`config.mk`:
```
export PLATFORM = sky130hd
export DESIGN_NAME = fsd_status_regs
export DESIGN_NICKNAME = d
export VERILOG_FILES = /design/src/verilog/fsd_pin_gate.v /design/src/verilog/fsd_status_regs.v
export VERILOG_INCLUDE_DIRS = /design/src /design/src/common
export SDC_FILE = /design/constraint.sdc
export NUM_CORES = 1
export LEC_CHECK = 0
export BUFFER_PORTS_ARGS = -buffer_cell sky130_fd_sc_hd__buf_2
export CAP_MARGIN = 15
export CELL_PAD_IN_SITES_DETAIL_PLACEMENT = 1
export CELL_PAD_IN_SITES_GLOBAL_PLACEMENT = 1
export CORE_MARGIN = 8
export CORE_UTILIZATION = 40
export CTS_CLUSTER_DIAMETER = 150
export CTS_CLUSTER_SIZE = 28
export DETAILED_ROUTE_END_ITERATION = 8
export MAX_ROUTING_LAYER = met4
export PLACE_DENSITY_LB_ADDON = 0.3
export SLEW_MARGIN = 20
export SYNTH_ARGS = -nofsm -noshare
export SYNTH_HDL_FRONTEND = slang
export SYNTH_SLANG_ARGS = --single-unit
```
`constraint.sdc`:
```
create_clock -name clk -period 2.5 [get_ports clk]
set_clock_uncertainty 0.05 [all_clocks]
set_input_delay 0.5 -clock clk [delete_from_list [all_inputs] [get_ports clk]]
set_output_delay 0.5 -clock clk [all_outputs]
set_load 0.005 [all_outputs]
```
`src/common/fsd_regs.vh`:
```
// Register offsets, bit positions and reset values of the fault status bank.
`ifndef FSD_REGS_VH
`define FSD_REGS_VH
`define FSD_ADDR_STATUS_A 8'h42
`define FSD_ADDR_STATUS_B 8'h43
`define FSD_ADDR_SCAN_SEL 8'h46
`define FSD_ADDR_SHORT_THR 8'h47
`define FSD_RST_STATUS 8'h00
`define FSD_RST_SCAN_SEL 8'h00
`define FSD_RST_SHORT_THR 8'h37
`define FSD_BIT_IN1_SCAN 7
`define FSD_BIT_IN2_SCAN 6
`define FSD_BIT_INCL_SE 5
`define FSD_BIT_INCL_AC 4
`define FSD_BIT_OUT1P_SCAN 3
`define FSD_BIT_OUT1M_SCAN 2
`define FSD_BIT_OUT2P_SCAN 1
`define FSD_BIT_OUT2M_SCAN 0
`define FSD_ZERO1 1'h0
`define FSD_ZERO8 8'h00
`endif

```
`src/verilog/fsd_pin_gate.v`:
```
// Gating of one input channel's over-voltage faults by its scan selection.
`timescale 1ns/1ps
`default_nettype none
module fsd_pin_gate (
  input wire scan_enable,
  input wire include_single_ended_negative,
  input wire include_ac_coupled_pins,
  input wire single_ended,
  input wire ac_coupled,
  input wire pos_fault,
  input wire neg_fault,
  output wire pos_gated,
  output wire neg_gated
);
  wire chan_in_scan;
  // An AC-coupled channel is only scanned when explicitly included.
  assign chan_in_scan = scan_enable & (~ac_coupled | include_ac_coupled_pins);
  assign pos_gated = chan_in_scan & pos_fault;
  // The negative pin of a single-ended channel needs its own inclusion.
  assign neg_gated = chan_in_scan & neg_fault &
    (~single_ended | include_single_ended_negative);
endmodule
`default_nettype wire

```
`src/verilog/fsd_status_regs.v`:
```
// Live fault status and diagnostic scan selection register bank.
`timescale 1ns/1ps
`default_nettype none
`include "fsd_regs.vh"
// Behaviour
// - Status A bits 7,6: channel-1 over-voltage
// - Status A bits 5,4: channel-2 over-voltage
// - Status A bit 3: headset insert
// - Status A bit 2: headset removal
// - Bit 2 ORs removal with hook
// - Bit 1 processor overload; bit 0 zero
// - Status B bit 7: monitor above upper
// - Status B bit 6: monitor below lower
// - Status B bit 5: voice power-up
// - Status B bit 4: voice power-down
// - Status B bit 3: bias short circuit
// - Status B bit 2: bias high current
// - Status B bit 1: bias low current
// - Status B bit 0: bias over-voltage
// - Select bit 7: channel-1 input scan
// - Select bit 6: channel-2 input scan
// - Select bit 5: include single-ended negatives
// - Select bit 4: include AC-coupled pins
// - Select bit 3: output-1 positive scan
// - Select bit 2: output-1 negative scan
// - Select bits 1,0: output-2 scans
module fsd_status_regs (
  input wire clk,
  input wire rstn,
  input wire reg_write,
  input wire reg_read,
  input wire [7:0] reg_addr,
  input wire [7:0] reg_wdata,
  output reg [7:0] reg_rdata,
  output reg reg_rvalid,
  input wire ch1_single_ended,
  input wire ch2_single_ended,
  input wire ch1_ac_coupled,
  input wire ch2_ac_coupled,
  input wire ch1_pos_overvoltage,
  input wire ch1_neg_overvoltage,
  input wire ch2_pos_overvoltage,
  input wire ch2_neg_overvoltage,
  input wire headset_insert,
  input wire headset_remove,
  input wire headset_hook,
  input wire processor_load_overload,
  input wire monitor_above_upper,
  input wire monitor_below_lower,
  input wire voice_power_up,
  input wire voice_power_down,
  input wire bias_short,
  input wire bias_high_current,
  input wire bias_low_current,
  input wire bias_overvoltage,
  output wire input_pair1_scan_enable,
  output wire input_pair2_scan_enable,
  output wire include_single_ended_negative,
  output wire include_ac_coupled_pins,
  output wire output1_pos_scan_enable,
  output wire output1_neg_scan_enable,
  output wire output2_pos_scan_enable,
  output wire output2_neg_scan_enable,
  output wire [7:0] short_threshold_value
);
  reg [7:0] diagnostic_scan_select;
  reg [7:0] short_threshold_config_a;
  reg [7:0] live_event_status_a;
  reg [7:0] live_event_status_b;
  wire ch1_pos_gated;
  wire ch1_neg_gated;
  wire ch2_pos_gated;
  wire ch2_neg_gated;
  wire [7:0] next_status_a;
  wire [7:0] next_status_b;
  reg [7:0] next_rdata;

  assign input_pair1_scan_enable =
    diagnostic_scan_select[`FSD_BIT_IN1_SCAN];
  assign input_pair2_scan_enable =
    diagnostic_scan_select[`FSD_BIT_IN2_SCAN];
  assign include_single_ended_negative =
    diagnostic_scan_select[`FSD_BIT_INCL_SE];
  assign include_ac_coupled_pins =
    diagnostic_scan_select[`FSD_BIT_INCL_AC];
  assign output1_pos_scan_enable =
    diagnostic_scan_select[`FSD_BIT_OUT1P_SCAN];
  assign output1_neg_scan_enable =
    diagnostic_scan_select[`FSD_BIT_OUT1M_SCAN];
  assign output2_pos_scan_enable =
    diagnostic_scan_select[`FSD_BIT_OUT2P_SCAN];
  assign output2_neg_scan_enable =
    diagnostic_scan_select[`FSD_BIT_OUT2M_SCAN];
  assign short_threshold_value = short_threshold_config_a;

  fsd_pin_gate u_gate1 (
    .scan_enable(input_pair1_scan_enable),
    .include_single_ended_negative(include_single_ended_negative),
    .include_ac_coupled_pins(include_ac_coupled_pins),
    .single_ended(ch1_single_ended),
    .ac_coupled(ch1_ac_coupled),
    .pos_fault(ch1_pos_overvoltage),
    .neg_fault(ch1_neg_overvoltage),
    .pos_gated(ch1_pos_gated),
    .neg_gated(ch1_neg_gated)
  );

  fsd_pin_gate u_gate2 (
    .scan_enable(input_pair2_scan_enable),
    .include_single_ended_negative(include_single_ended_negative),
    .include_ac_coupled_pins(include_ac_coupled_pins),
    .single_ended(ch2_single_ended),
    .ac_coupled(ch2_ac_coupled),
    .pos_fault(ch2_pos_overvoltage),
    .neg_fault(ch2_neg_overvoltage),
    .pos_gated(ch2_pos_gated),
    .neg_gated(ch2_neg_gated)
  );

  // Removal and hook share one bit, so either event raises it.
  assign next_status_a = {
    ch1_pos_gated,
    ch1_neg_gated,
    ch2_pos_gated,
    ch2_neg_gated,
    headset_insert,
    headset_remove | headset_hook,
    processor_load_overload,
    `FSD_ZERO1
  };

  assign next_status_b = {
    monitor_above_upper,
    monitor_below_lower,
    voice_power_up,
    voice_power_down,
    bias_short,
    bias_high_current,
    bias_low_current,
    bias_overvoltage
  };

  // Status is resampled every cycle; there is nothing to clear.
  always @(posedge clk or negedge rstn) begin
    if (!rstn) begin
      live_event_status_a <= `FSD_RST_STATUS;
      live_event_status_b <= `FSD_RST_STATUS;
    end else begin
      live_event_status_a <= next_status_a;
      live_event_status_b <= next_status_b;
    end
  end

  always @(posedge clk or negedge rstn) begin
    if (!rstn) begin
      diagnostic_scan_select <= `FSD_RST_SCAN_SEL;
      short_threshold_config_a <= `FSD_RST_SHORT_THR;
    end else if (reg_write) begin
      if (reg_addr == `FSD_ADDR_SCAN_SEL)
        diagnostic_scan_select <= reg_wdata;
      if (reg_addr == `FSD_ADDR_SHORT_THR)
        short_threshold_config_a <= reg_wdata;
    end
  end

  always @* begin
    case (reg_addr)
      `FSD_ADDR_STATUS_A: next_rdata = live_event_status_a;
      `FSD_ADDR_STATUS_B: next_rdata = live_event_status_b;
      `FSD_ADDR_SCAN_SEL: next_rdata = diagnostic_scan_select;
      `FSD_ADDR_SHORT_THR: next_rdata = short_threshold_config_a;
      default: next_rdata = `FSD_ZERO8;
    endcase
  end

  // Read data is registered so it holds steady between reads.
  always @(posedge clk or negedge rstn) begin
    if (!rstn) begin
      reg_rdata <= `FSD_ZERO8;
      reg_rvalid <= `FSD_ZERO1;
    end else begin
      reg_rvalid <= reg_read;
      if (reg_read)
        reg_rdata <= next_rdata;
    end
  end
endmodule
`default_nettype wire
```
## Word-level counts from Yosys, hierarchy flattened

Cells that the tools add are included.

- Div/mod/pow operators: 0
- Multiplexer cells: 1
- Add/sub/neg operators: 0
- Magnitude comparators: 0
- Eq/ne operators: 4
- Multipliers: 0
- Shifts and indexed selects: 0
- Reductions and logical operators: 2
- Bitwise operators: 17

Operators by type and width:

| kind | count |
|---|---|
| == test 8 x 7 -> 1 bit (second input constant) | 4 |
| case mux 8 bit (4 select lines) | 1 |
| bitwise AND 1 bit | 8 |
| OR 1 bit | 5 |
| NOT 1 bit | 4 |
| AND reduction 2 bit | 2 |

- Bits of input ports: 40
- Bits in latches: 0
- Logic and storage cells: 30
- Memories kept: 0
- Register bits: 40
- Memory bits (writable): 0
- Output and inout port bits: 25
- Memory bits (read-only): 0

## Depth between registers and ports, before layout

Gate-level depths: netlist of the first run.

- Depth in word-level cells: 5
- Gate-level depth with buffers: 5
- Depth with buffers taken out: 3

## Modules after synthesis

From an unflattened synthesis of the first run, not the netlist that was laid out.

- Cells, all modules: 94
- Area, all modules: 1632.8 um^2

By module, submodules not included:

| module | sequential area each (um^2) | times used | area an instance (um^2) | cells each |
|---|---|---|---|---|
| fsd_status_regs | 1007.2 | 1 | 1562.7 | 86 |
| fsd_pin_gate | 0.0 | 2 | 35.0 | 4 |

## Worst setup path before layout of the first run

OpenSTA, ideal clock, no wires.

- Path kind: input to register
- Start point: input port reg_addr[5]
- End point: register short_threshold_config_a[3] (netlist: short_threshold_value[3])
- Required time: 2.325 ns
- Path slack: 0.345 ns
- Buffers on the path: 1
- Stages: 4
- Arrival: 1.980 ns
- Setup time: 0.125 ns
- Cells stage by stage: or4b_4 -> or4b_1 -> buf_6 -> mux2_4

- Longest elaborated chain between the ends: 2

Ends and longest elaborated chain:

| element | RTL line | text |
|---|---|---|
| start: declaration | fsd_status_regs.v:32 | `input wire [7:0] reg_addr,` |
| == test 8 x 7 -> 1 bit | n/a |  |
| AND reduction 2 bit (no source line) | n/a |  |
| end signal: assignment | fsd_status_regs.v:157 | `` short_threshold_config_a <= `FSD_RST_SHORT_THR; `` |
| end signal: assignment | fsd_status_regs.v:162 | `short_threshold_config_a <= reg_wdata;` |
| end: declaration | fsd_status_regs.v:67 | `reg [7:0] short_threshold_config_a;` |

No other way between the ends.
A chain may end at the register's enable or synchronous reset.

## Worst setup path after layout of the first run

Ends and elaborated chain as after synthesis.

==> results.cfg, run 1 <==
[routing]
wire_per_inst_um = 19.22
vias = 1127
drcViolationCount = 0
viasPerCell = 5.031
drtIter0Drc = 48
totalWireLength_mm = 4.306
first_pass_iters = 4
drtAntennaViolNets = 0

[global_routing]
grt_max_degree = 41
grt_overflow_total = 0
antenna_found_initial = 0
grt_pass1_vias = 1365
grt_usage = 0.1530
grt_pass1_wl_mm = 7.003

[placed_design]
dp.cells = 216
dpl.hpwl_mm = 3.230
gp_congestion = 0.7311
port_buffers = 64

[setup_path]
worst_ep_arrival_time_ps = 2150
worst_setup_path_end_kind = flip-flop
r2r_slack_ps = 1230
path_max_fanout = 8
startpoint_type = input pin
cp.required_ps = 2640
critPathKind = input pin to flip-flop

[timing]
setup_viol = 0
rsz0062_at_grt = no
maxSlewHeadroom = 0.4234
holdWs_ps = 249.6
hold_violations = 0
fin_tns_setup_ps = 0
worstMarginPinSlew_ps = 865.0
max_freq_mhz = 495.6
min_period_over_period = 0.8071
drv_slew = 0
finalCriticalPeriod_ps = 2018

[clocking]
cts.htree.levels = 2
clkSlewWorstSetupHoldPaths_ps = 80
numCtsBuffers = 5
cts.sinks = 40
post_cts_resized = 0
insertion_delay_ps = 300
clockRootBuffer = clkbuf_8
cts_setup_buffers = 0
postCtsHoldBufs = 0
cts_tree = done
cts_buffer_depth = 2

[logic_synthesis]
yosysTopAreaCellShare = 0.5393
syn_area_um2 = 1624
synth_common_cells = dfrtp_1 (35), a22o_1 (8), mux2_2 (8), mux2_4 (8)
yosys.area.top_type = dfrtp_1
synth_nets = 140
yosysMostFrequentCell = dfrtp_1
synth_area_per_cell_um2 = 16.24
ys_ff_latch = 40
synth_area_leaders = dfrtp_1 (54%), mux4_2 (9.7%), dfstp_2 (8.1%)
ys_warn_count = 0
synth_edf_count = 0
ys.flop_type = dfrtp_1
ys_seq_area_frac = 0.6202
async_flop_share = 1.000
postSynthCellCount = 100
synth.distinct_cells = 22

[job]
drv_cap = 0

[finish]
seqCellArea_um2 = 1007
num-fill-cells = 429
layout.cells.non_filler = 224
drive_gt1_frac = 0.6207
multi_input_area_um2 = 566.8
syn_to_final_growth_pct = 32.43
num-nets-final = 213
diodes = 0

[floorplanning]
die-width_um = 79.72
placeableCoreArea_um2 = 3943
row_count = 23
dieArea_um2 = 6355
die-height_um = 79.72
initial_core_util = 0.4119
io_pins = 65

[power_and_ir_drop]
powerDensity_nw_per_um2 = 641.1
p_leak_nw = 1.156
ir_worst_vdd_mv = 0.3368

[outcome]
status = finished clean

[worst_hold_path]
hp-class = input pin to async pin
[where the power goes]
part	leakage, nW	switching (W)	internal [W]
clock network	0.0645	0.000222	0.000352
registers	0.509	0.0000141	0.000673
logic	0.582	0.0000528	0.0000645
[metal layers]
metal	vias up	global-route usage	share of wire
met2	42	0.2551	0.54
met1	571	0.1552	0.38
met4	0	0.07222	0.020
li1	504	-	-
met5	-	-	0
met3	10	0.05743	0.062
[critical path, cell delays in order]
cell,delay (ps)
buf_2,90
or4b_4,560
or4b_1,480
buf_4,210
mux2_4,300
[per-stage QoR]
| step | utilization | total power (W) | instance area, um^2 | setup WS, ps |
|---|---|---|---|---|
| floorplan | - | 0.0007467 | 1624 | 345.1 |
| CTS | 0.5455 | 0.001404 | 2151 | 487.9 |
| global placement | 0.5135 | 0.0008140 | 2024 | 196.6 |
| finish | 0.5455 | 0.001379 | 2151 | 482.3 |
| global route | 0.5455 | 0.001438 | 2151 | 449.7 |
| detailed placement | 0.5135 | 0.0008201 | 2024 | 162.8 |
[state kept, by name, summed over array words and instances (netlist names)]
register,flops
diagnostic_scan_select,8
live_event_status_b,8
reg_rdata,8
short_threshold_value,8
reg_rvalid,1
live_event_status_a,7
[cell usage in the layout, fill, tap and decap left out]
cell type  count
and2_0         1
dfstp_2        5
or4b_4         1
buf_2         64
nand3b_1       1
mux2i_1        1
nand2b_1       1
bufinv_16      1
clkinv_1       1
or2_2          1
inv_1          7
clkbuf_8       7
mux4_2         7
nor2_1         4
dfrtp_1       35
or4b_1         1
buf_4          5
mux2_4         8
a22o_1         8
o21ai_0        5
nor4b_4        1
mux2_2         8
nor3_1         1
[cells by family after synthesis]
logic type / share of synthesized area
compound gates: 0.05855
buf+inv: 0.03081
flops: 0.6202
mux: 0.2327
simple gates: 0.05778
[cell type report]
type                    count  area share
flip-flops and latches     40      0.4683
multi-input cells          49      0.2635
repair buffers             69      0.1664
clock buffers               7     0.04479
well taps                  50     0.02909
clock inverters             1     0.01396
inverters                   8     0.01396
[final timing paths]
path                       cells past startpoint                        end                 startpoint
min                                            1               reg_rdata[7]                       rstn
max reg2reg                                    2               reg_rdata[5]  diagnostic_scan_select[5]
max in group asynchronous                      1  diagnostic_scan_select[2]                       rstn
min reg2reg                                    1               reg_rdata[3]               reg_rdata[3]
min in group clk                               1     live_event_status_b[7]        monitor_above_upper
max                                            5   short_threshold_value[3]                reg_addr[5]
Note: power is estimated with default switching activity, not from simulation.
==> run 2, diff against run 1 <==
Settings changed: CORE_UTILIZATION 40 to 37.
Clock period 2.5 ns to 2.1 ns, I/O delays scaled along.
==> run 2 against run 1 <==
Effect of this change:
- sequential power rose by 19%
- cell count rose by 2.7%
- setup slack got worse by 320 ps
==> results.cfg, run 2 (synthesis results as in run 1) <==
[power_and_ir_drop]
swShare = 0.2256
ir_worst_vdd_mv = 0.4556
p_int_w = 0.001234
p_leak_nw = 1.166
p_seq_frac = 0.513
p_clk_frac = 0.394
powerDensity_nw_per_um2 = 736.3
power_frac_comb = 0.092
p_sw_w = 0.0003595

[setup_path]
rr_startpoint = short_threshold_value[7]
worst_ep_arrival_time_ps = 2060
worst_setup_path_end_kind = flip-flop
cp.required_ps = 2230
rr_endpoint = reg_rdata[7]
r2r_slack_ps = 840
rr_worst_depth = 2
startpoint_type = input pin
path_max_fanout = 8
critPathKind = input pin to flip-flop

[timing]
setup_viol = 0
hold_violations = 0
rsz0062_at_grt = no
maxSlewHeadroom = 0.3983
worstMarginPinSlew_ps = 902.5
finalCriticalPeriod_ps = 1937
max_freq_mhz = 516.3
drv_slew = 0
min_period_over_period = 0.9224

[finish]
layout.cells.non_filler = 230
diodes = 0
drive_gt1_frac = 0.6236
num-fill-cells = 475
mostFrequentLayoutCell = buf_2
stdcell_area_um2 = 2165
layout_common_cells = buf_2 (64), dfrtp_1 (35), buf_4 (9)
utilization = 0.5041
num-nets-final = 217
syn_to_final_growth_pct = 33.28

[routing]
totalWireLength_mm = 4.547
viasPerCell = 4.961
first_pass_iters = 4
drtIter0Drc = 28
drcViolationCount = 0
drtAntennaViolNets = 0
vias = 1141
wire_per_inst_um = 19.77

[clocking]
insertion_delay_ps = 290
cts_tree = done
postCtsHoldBufs = 0
numCtsBuffers = 5
cts_buffer_depth = 2
cts.sinks = 40
clockRootBuffer = clkbuf_8
cts.htree.levels = 2
post_cts_resized = 0
cts_setup_buffers = 0
clkSlewWorstSetupHoldPaths_ps = 80

[global_routing]
grt_usage = 0.1502
antenna_found_initial = 0
grt_max_degree = 41
grt_overflow_total = 0
grt_pass1_wl_mm = 7.210
grt_pass1_vias = 1341

[floorplanning]
initial_core_util = 0.3782
dieArea_um2 = 6765
io_pins = 65
placeableCoreArea_um2 = 4294
die-width_um = 82.25
row_count = 24
die-height_um = 82.25

[placed_design]
port_buffers = 64
dp.cells = 222
gp_congestion = 0.7840
dpl_cell_area_um2 = 2057
dpl.hpwl_mm = 3.533

[worst_hold_path]
whs_path_depth = 1
min_from = monitor_above_upper
hp-class = input pin to flip-flop
hold_end = live_event_status_b[7]

[job]
drv_cap = 0

[outcome]
status = finished clean
## run 2: cell type report
cell class / instances / area (um^2) / share of cell area
Timing Repair Buffer: 73 / 387.9 / 0.1792
Clock buffer: 6 / 72.57 / 0.03353
Inverter: 8 / 30.03 / 0.01387
Sequential cell: 40 / 1007 / 0.4653
Multi-Input combinational cell: 49 / 566.8 / 0.2618
Tap cell: 52 / 65.06 / 0.03006
Clock inverter: 2 / 35.03 / 0.01618
## run 2: how the worst max path moves through the flow
| stage | from | to | slack [ps] |
|---|---|---|---|
| floorplan | reg_addr[5] | short_threshold_value[3] | 30 |
| global placement | reg_addr[5] | short_threshold_value[3] | -90 |
| detailed placement | reg_addr[5] | short_threshold_value[6] | -130 |
| CTS | reg_addr[5] | short_threshold_value[3] | 180 |
| global route | reg_addr[5] | short_threshold_value[3] | 140 |
| finish | reg_addr[5] | short_threshold_value[3] | 160 |
## run 2: worst max-delay path, stage by stage
cell and delay, ps:
buf_2 100, or4b_4 530, or4b_1 500, buf_4 210
mux2_4 310
## run 2: per-stage QoR
step                TNS [ps]  setup slack (ps)  hold WS [ps]  power (W)
global route               0             136.1         166.7   0.001660
floorplan                  0             25.13         74.41  0.0008889
global placement      -697.3            -88.06         438.0  0.0009736
finish                     0             163.0         173.1   0.001594
detailed placement     -1014            -127.2         449.1  0.0009825
CTS                        0             178.4         168.3   0.001617
## run 2: power by group through the flow
stage | Sequential, W | Combinational [W] | Clock (W)
detailed placement | 0.000833 | 0.000149 | 0
floorplan | 0.000830 | 0.0000589 | 0
global route | 0.000822 | 0.000162 | 0.000675
finish | 0.000818 | 0.000147 | 0.000629
CTS | 0.000819 | 0.000150 | 0.000648
global placement | 0.000832 | 0.000142 | 0
## run 2: routing by layer
metal  GRT usage  vias to the layer above  wire length (um)
met5           -                        -                 0
met4     0.06316                        0                65
met3     0.03571                        5               255
met2      0.2506                       36              2440
met1      0.1683                      590              1786
li1            -                      510                 -
==> run 3, diff against run 2 <==
Settings changed: CORE_ASPECT_RATIO from default to 1.2, CORE_UTILIZATION 37 to 38, SYNTH_HIERARCHICAL from default to 1.
==> run 3 against run 2 <==
Effect of this change:
- final area is 0.23% lower
- cell count down 3.0%
- utilization rose by 1.1 points
- largest power group unchanged
==> results.cfg, run 3 <==
[clocking]
numCtsBuffers = 5
post_cts_resized = 0
cts_tree = done
postCtsHoldBufs = 0
clockRootBuffer = clkbuf_8
insertion_delay_ps = 290
cts.htree.levels = 2
cts_buffer_depth = 2
cts_setup_buffers = 0
cts.sinks = 40
clkSlewWorstSetupHoldPaths_ps = 80

[power_and_ir_drop]
powerDensity_nw_per_um2 = 760.6
p_leak_nw = 1.153
ir_worst_vdd_mv = 0.4440

[logic_synthesis]
synth_edf_count = 0
synth_area_per_cell_um2 = 17.37
yosys.area.top_type = dfrtp_1
async_flop_share = 1.000
synth_area_leaders = dfrtp_1 (54%), mux4_2 (9.7%), dfstp_2 (8.0%)
postSynthCellCount = 94
ys.flop_type = dfrtp_1
synth.distinct_cells = 24
ys_warn_count = 6
yosysMostFrequentCell = dfrtp_1
ys_seq_area_frac = 0.6169
syn_area_um2 = 1633
yosysTopAreaCellShare = 0.5364
synth_common_cells = dfrtp_1 (35), a22o_1 (8), mux2_2 (8), mux2_4 (8), mux4_2 (7)
ys_ff_latch = 40
synth_nets = 134

[floorplanning]
io_pins = 65
dieArea_um2 = 6659
initial_core_util = 0.3891
row_count = 26
die-height_um = 87.81
placeableCoreArea_um2 = 4197
die-width_um = 75.84

[routing]
viasPerCell = 4.785
vias = 1067
wire_per_inst_um = 19.26
drtAntennaViolNets = 0
drtIter0Drc = 40
totalWireLength_mm = 4.296
drcViolationCount = 0
first_pass_iters = 4

[worst_hold_path]
hp-class = input pin to flip-flop

[timing]
max_freq_mhz = 523.7
fin_tns_setup_ps = 0
maxSlewHeadroom = 0.4243
hold_violations = 0
setup_slack_ps = 190.3
min_period_over_period = 0.9094
finalCriticalPeriod_ps = 1910
rsz0062_at_grt = no
drv_slew = 0
setup_viol = 0
worstMarginPinSlew_ps = 863.6

[placed_design]
dp_worst_setup_slack_ps = -114.3
gp_congestion = 0.7683
port_buffers = 64
dpl.hpwl_mm = 3.362
dpl_cell_area_um2 = 2033

[setup_path]
worst_setup_path_end_kind = flip-flop
cp.required_ps = 2230
rr_startpoint = diagnostic_scan_select[5]
worstSetupEndpoint = short_threshold_value[6]
worst_ep_arrival_time_ps = 2030
rr_endpoint = reg_rdata[5]
r2r_slack_ps = 830
startpoint_type = input pin
path_max_fanout = 8
rr_worst_depth = 2
critPathKind = input pin to flip-flop
cp-startpoint = reg_addr[5]

[global_routing]
grt_pass1_vias = 1257
grt_pass1_wl_mm = 6.644
grt_usage = 0.1417
antenna_found_initial = 0
grt_overflow_total = 0
grt_max_degree = 41

[outcome]
status = finished clean

[finish]
stdcell_area_um2 = 2160
diodes = 0
mostFrequentLayoutCell = buf_2
layout_common_cells = buf_2 (64), dfrtp_1 (35), mux2_2 (8), mux2_4 (8), a22o_1 (8)
num-nets-final = 206
syn_to_final_growth_pct = 32.26
drive_gt1_frac = 0.6587

[job]
drv_cap = 0
==> run 3: cell types whose count changed after synthesis, sizes merged, moves of 2 or more <==
cell / delta
nor2: -4
and3: +2
o21ai: -4
o2111a: +2
inv: -4
nand2b: +2
==> run 3: metrics by stage <==
step	std cells	power [W]	utilization	hold WS (ps)
2_1_floorplan	94	0.0008915	-	74.41
4_1_cts	223	0.001663	0.5146	167.7
6_report	223	0.001643	0.5146	177.2
3_3_place_gp	215	0.0009741	0.4845	439.7
3_5_place_dp	215	0.0009820	0.4845	447.2
5_1_grt	223	0.001705	0.5146	167.4
==> run 3: worst min-delay path by stage <==
| stage | start | slack, ps | end | cells past startpoint |
|---|---|---|---|---|
| floorplan | rstn | 70 | diagnostic_scan_select[0] | 0 |
| global route | headset_insert | 170 | live_event_status_a[3] | 1 |
| detailed placement | reg_rdata[7] | 450 | reg_rdata[7] | 1 |
| finish | bias_overvoltage | 180 | live_event_status_b[0] | 1 |
| global placement | reg_rdata[3] | 440 | reg_rdata[3] | 1 |
| CTS | bias_overvoltage | 170 | live_event_status_b[0] | 1 |
==> run 3: cells by family after synthesis <==
family / share of synthesized area
and+or+nand+nor: 0.07050
AOI/OAI and AO/OA: 0.05977
buffers and inverters: 0.02145
muxes: 0.2314
DFF: 0.6169
==> run 3: power by group <==
group	total [W]	switching (W)	internal (W)
logic	0.000144	0.0000640	0.0000797
registers	0.000819	0.0000181	0.000801
clock network	0.000679	0.000260	0.000419
total	0.00164	0.000342	0.00130
==> run 3: final cells by class <==
cell class / instances / area [um^2]
Tap cell: 56 / 70.07
Fill cell: 433 / 2037
Clock buffer: 7 / 96.34
Timing Repair Buffer: 68 / 350.3
Multi-Input combinational cell: 47 / 590.6
Clock inverter: 1 / 30.03
Sequential cell: 40 / 1007
Inverter: 4 / 15.01
==> run 3: worst max-delay path, cell delays in order <==
cell	delay (ps)
buf_2	100
or4b_4	560
or4_4	620
mux2_4	330
==> run 3: metal layers <==
metal	track usage	up-vias	wire length (um)
met3	0.04467	4	267
met4	0.05254	0	63
met2	0.2379	32	2303
li1	-	492	-
met1	0.1504	539	1661
met5	-	-	0
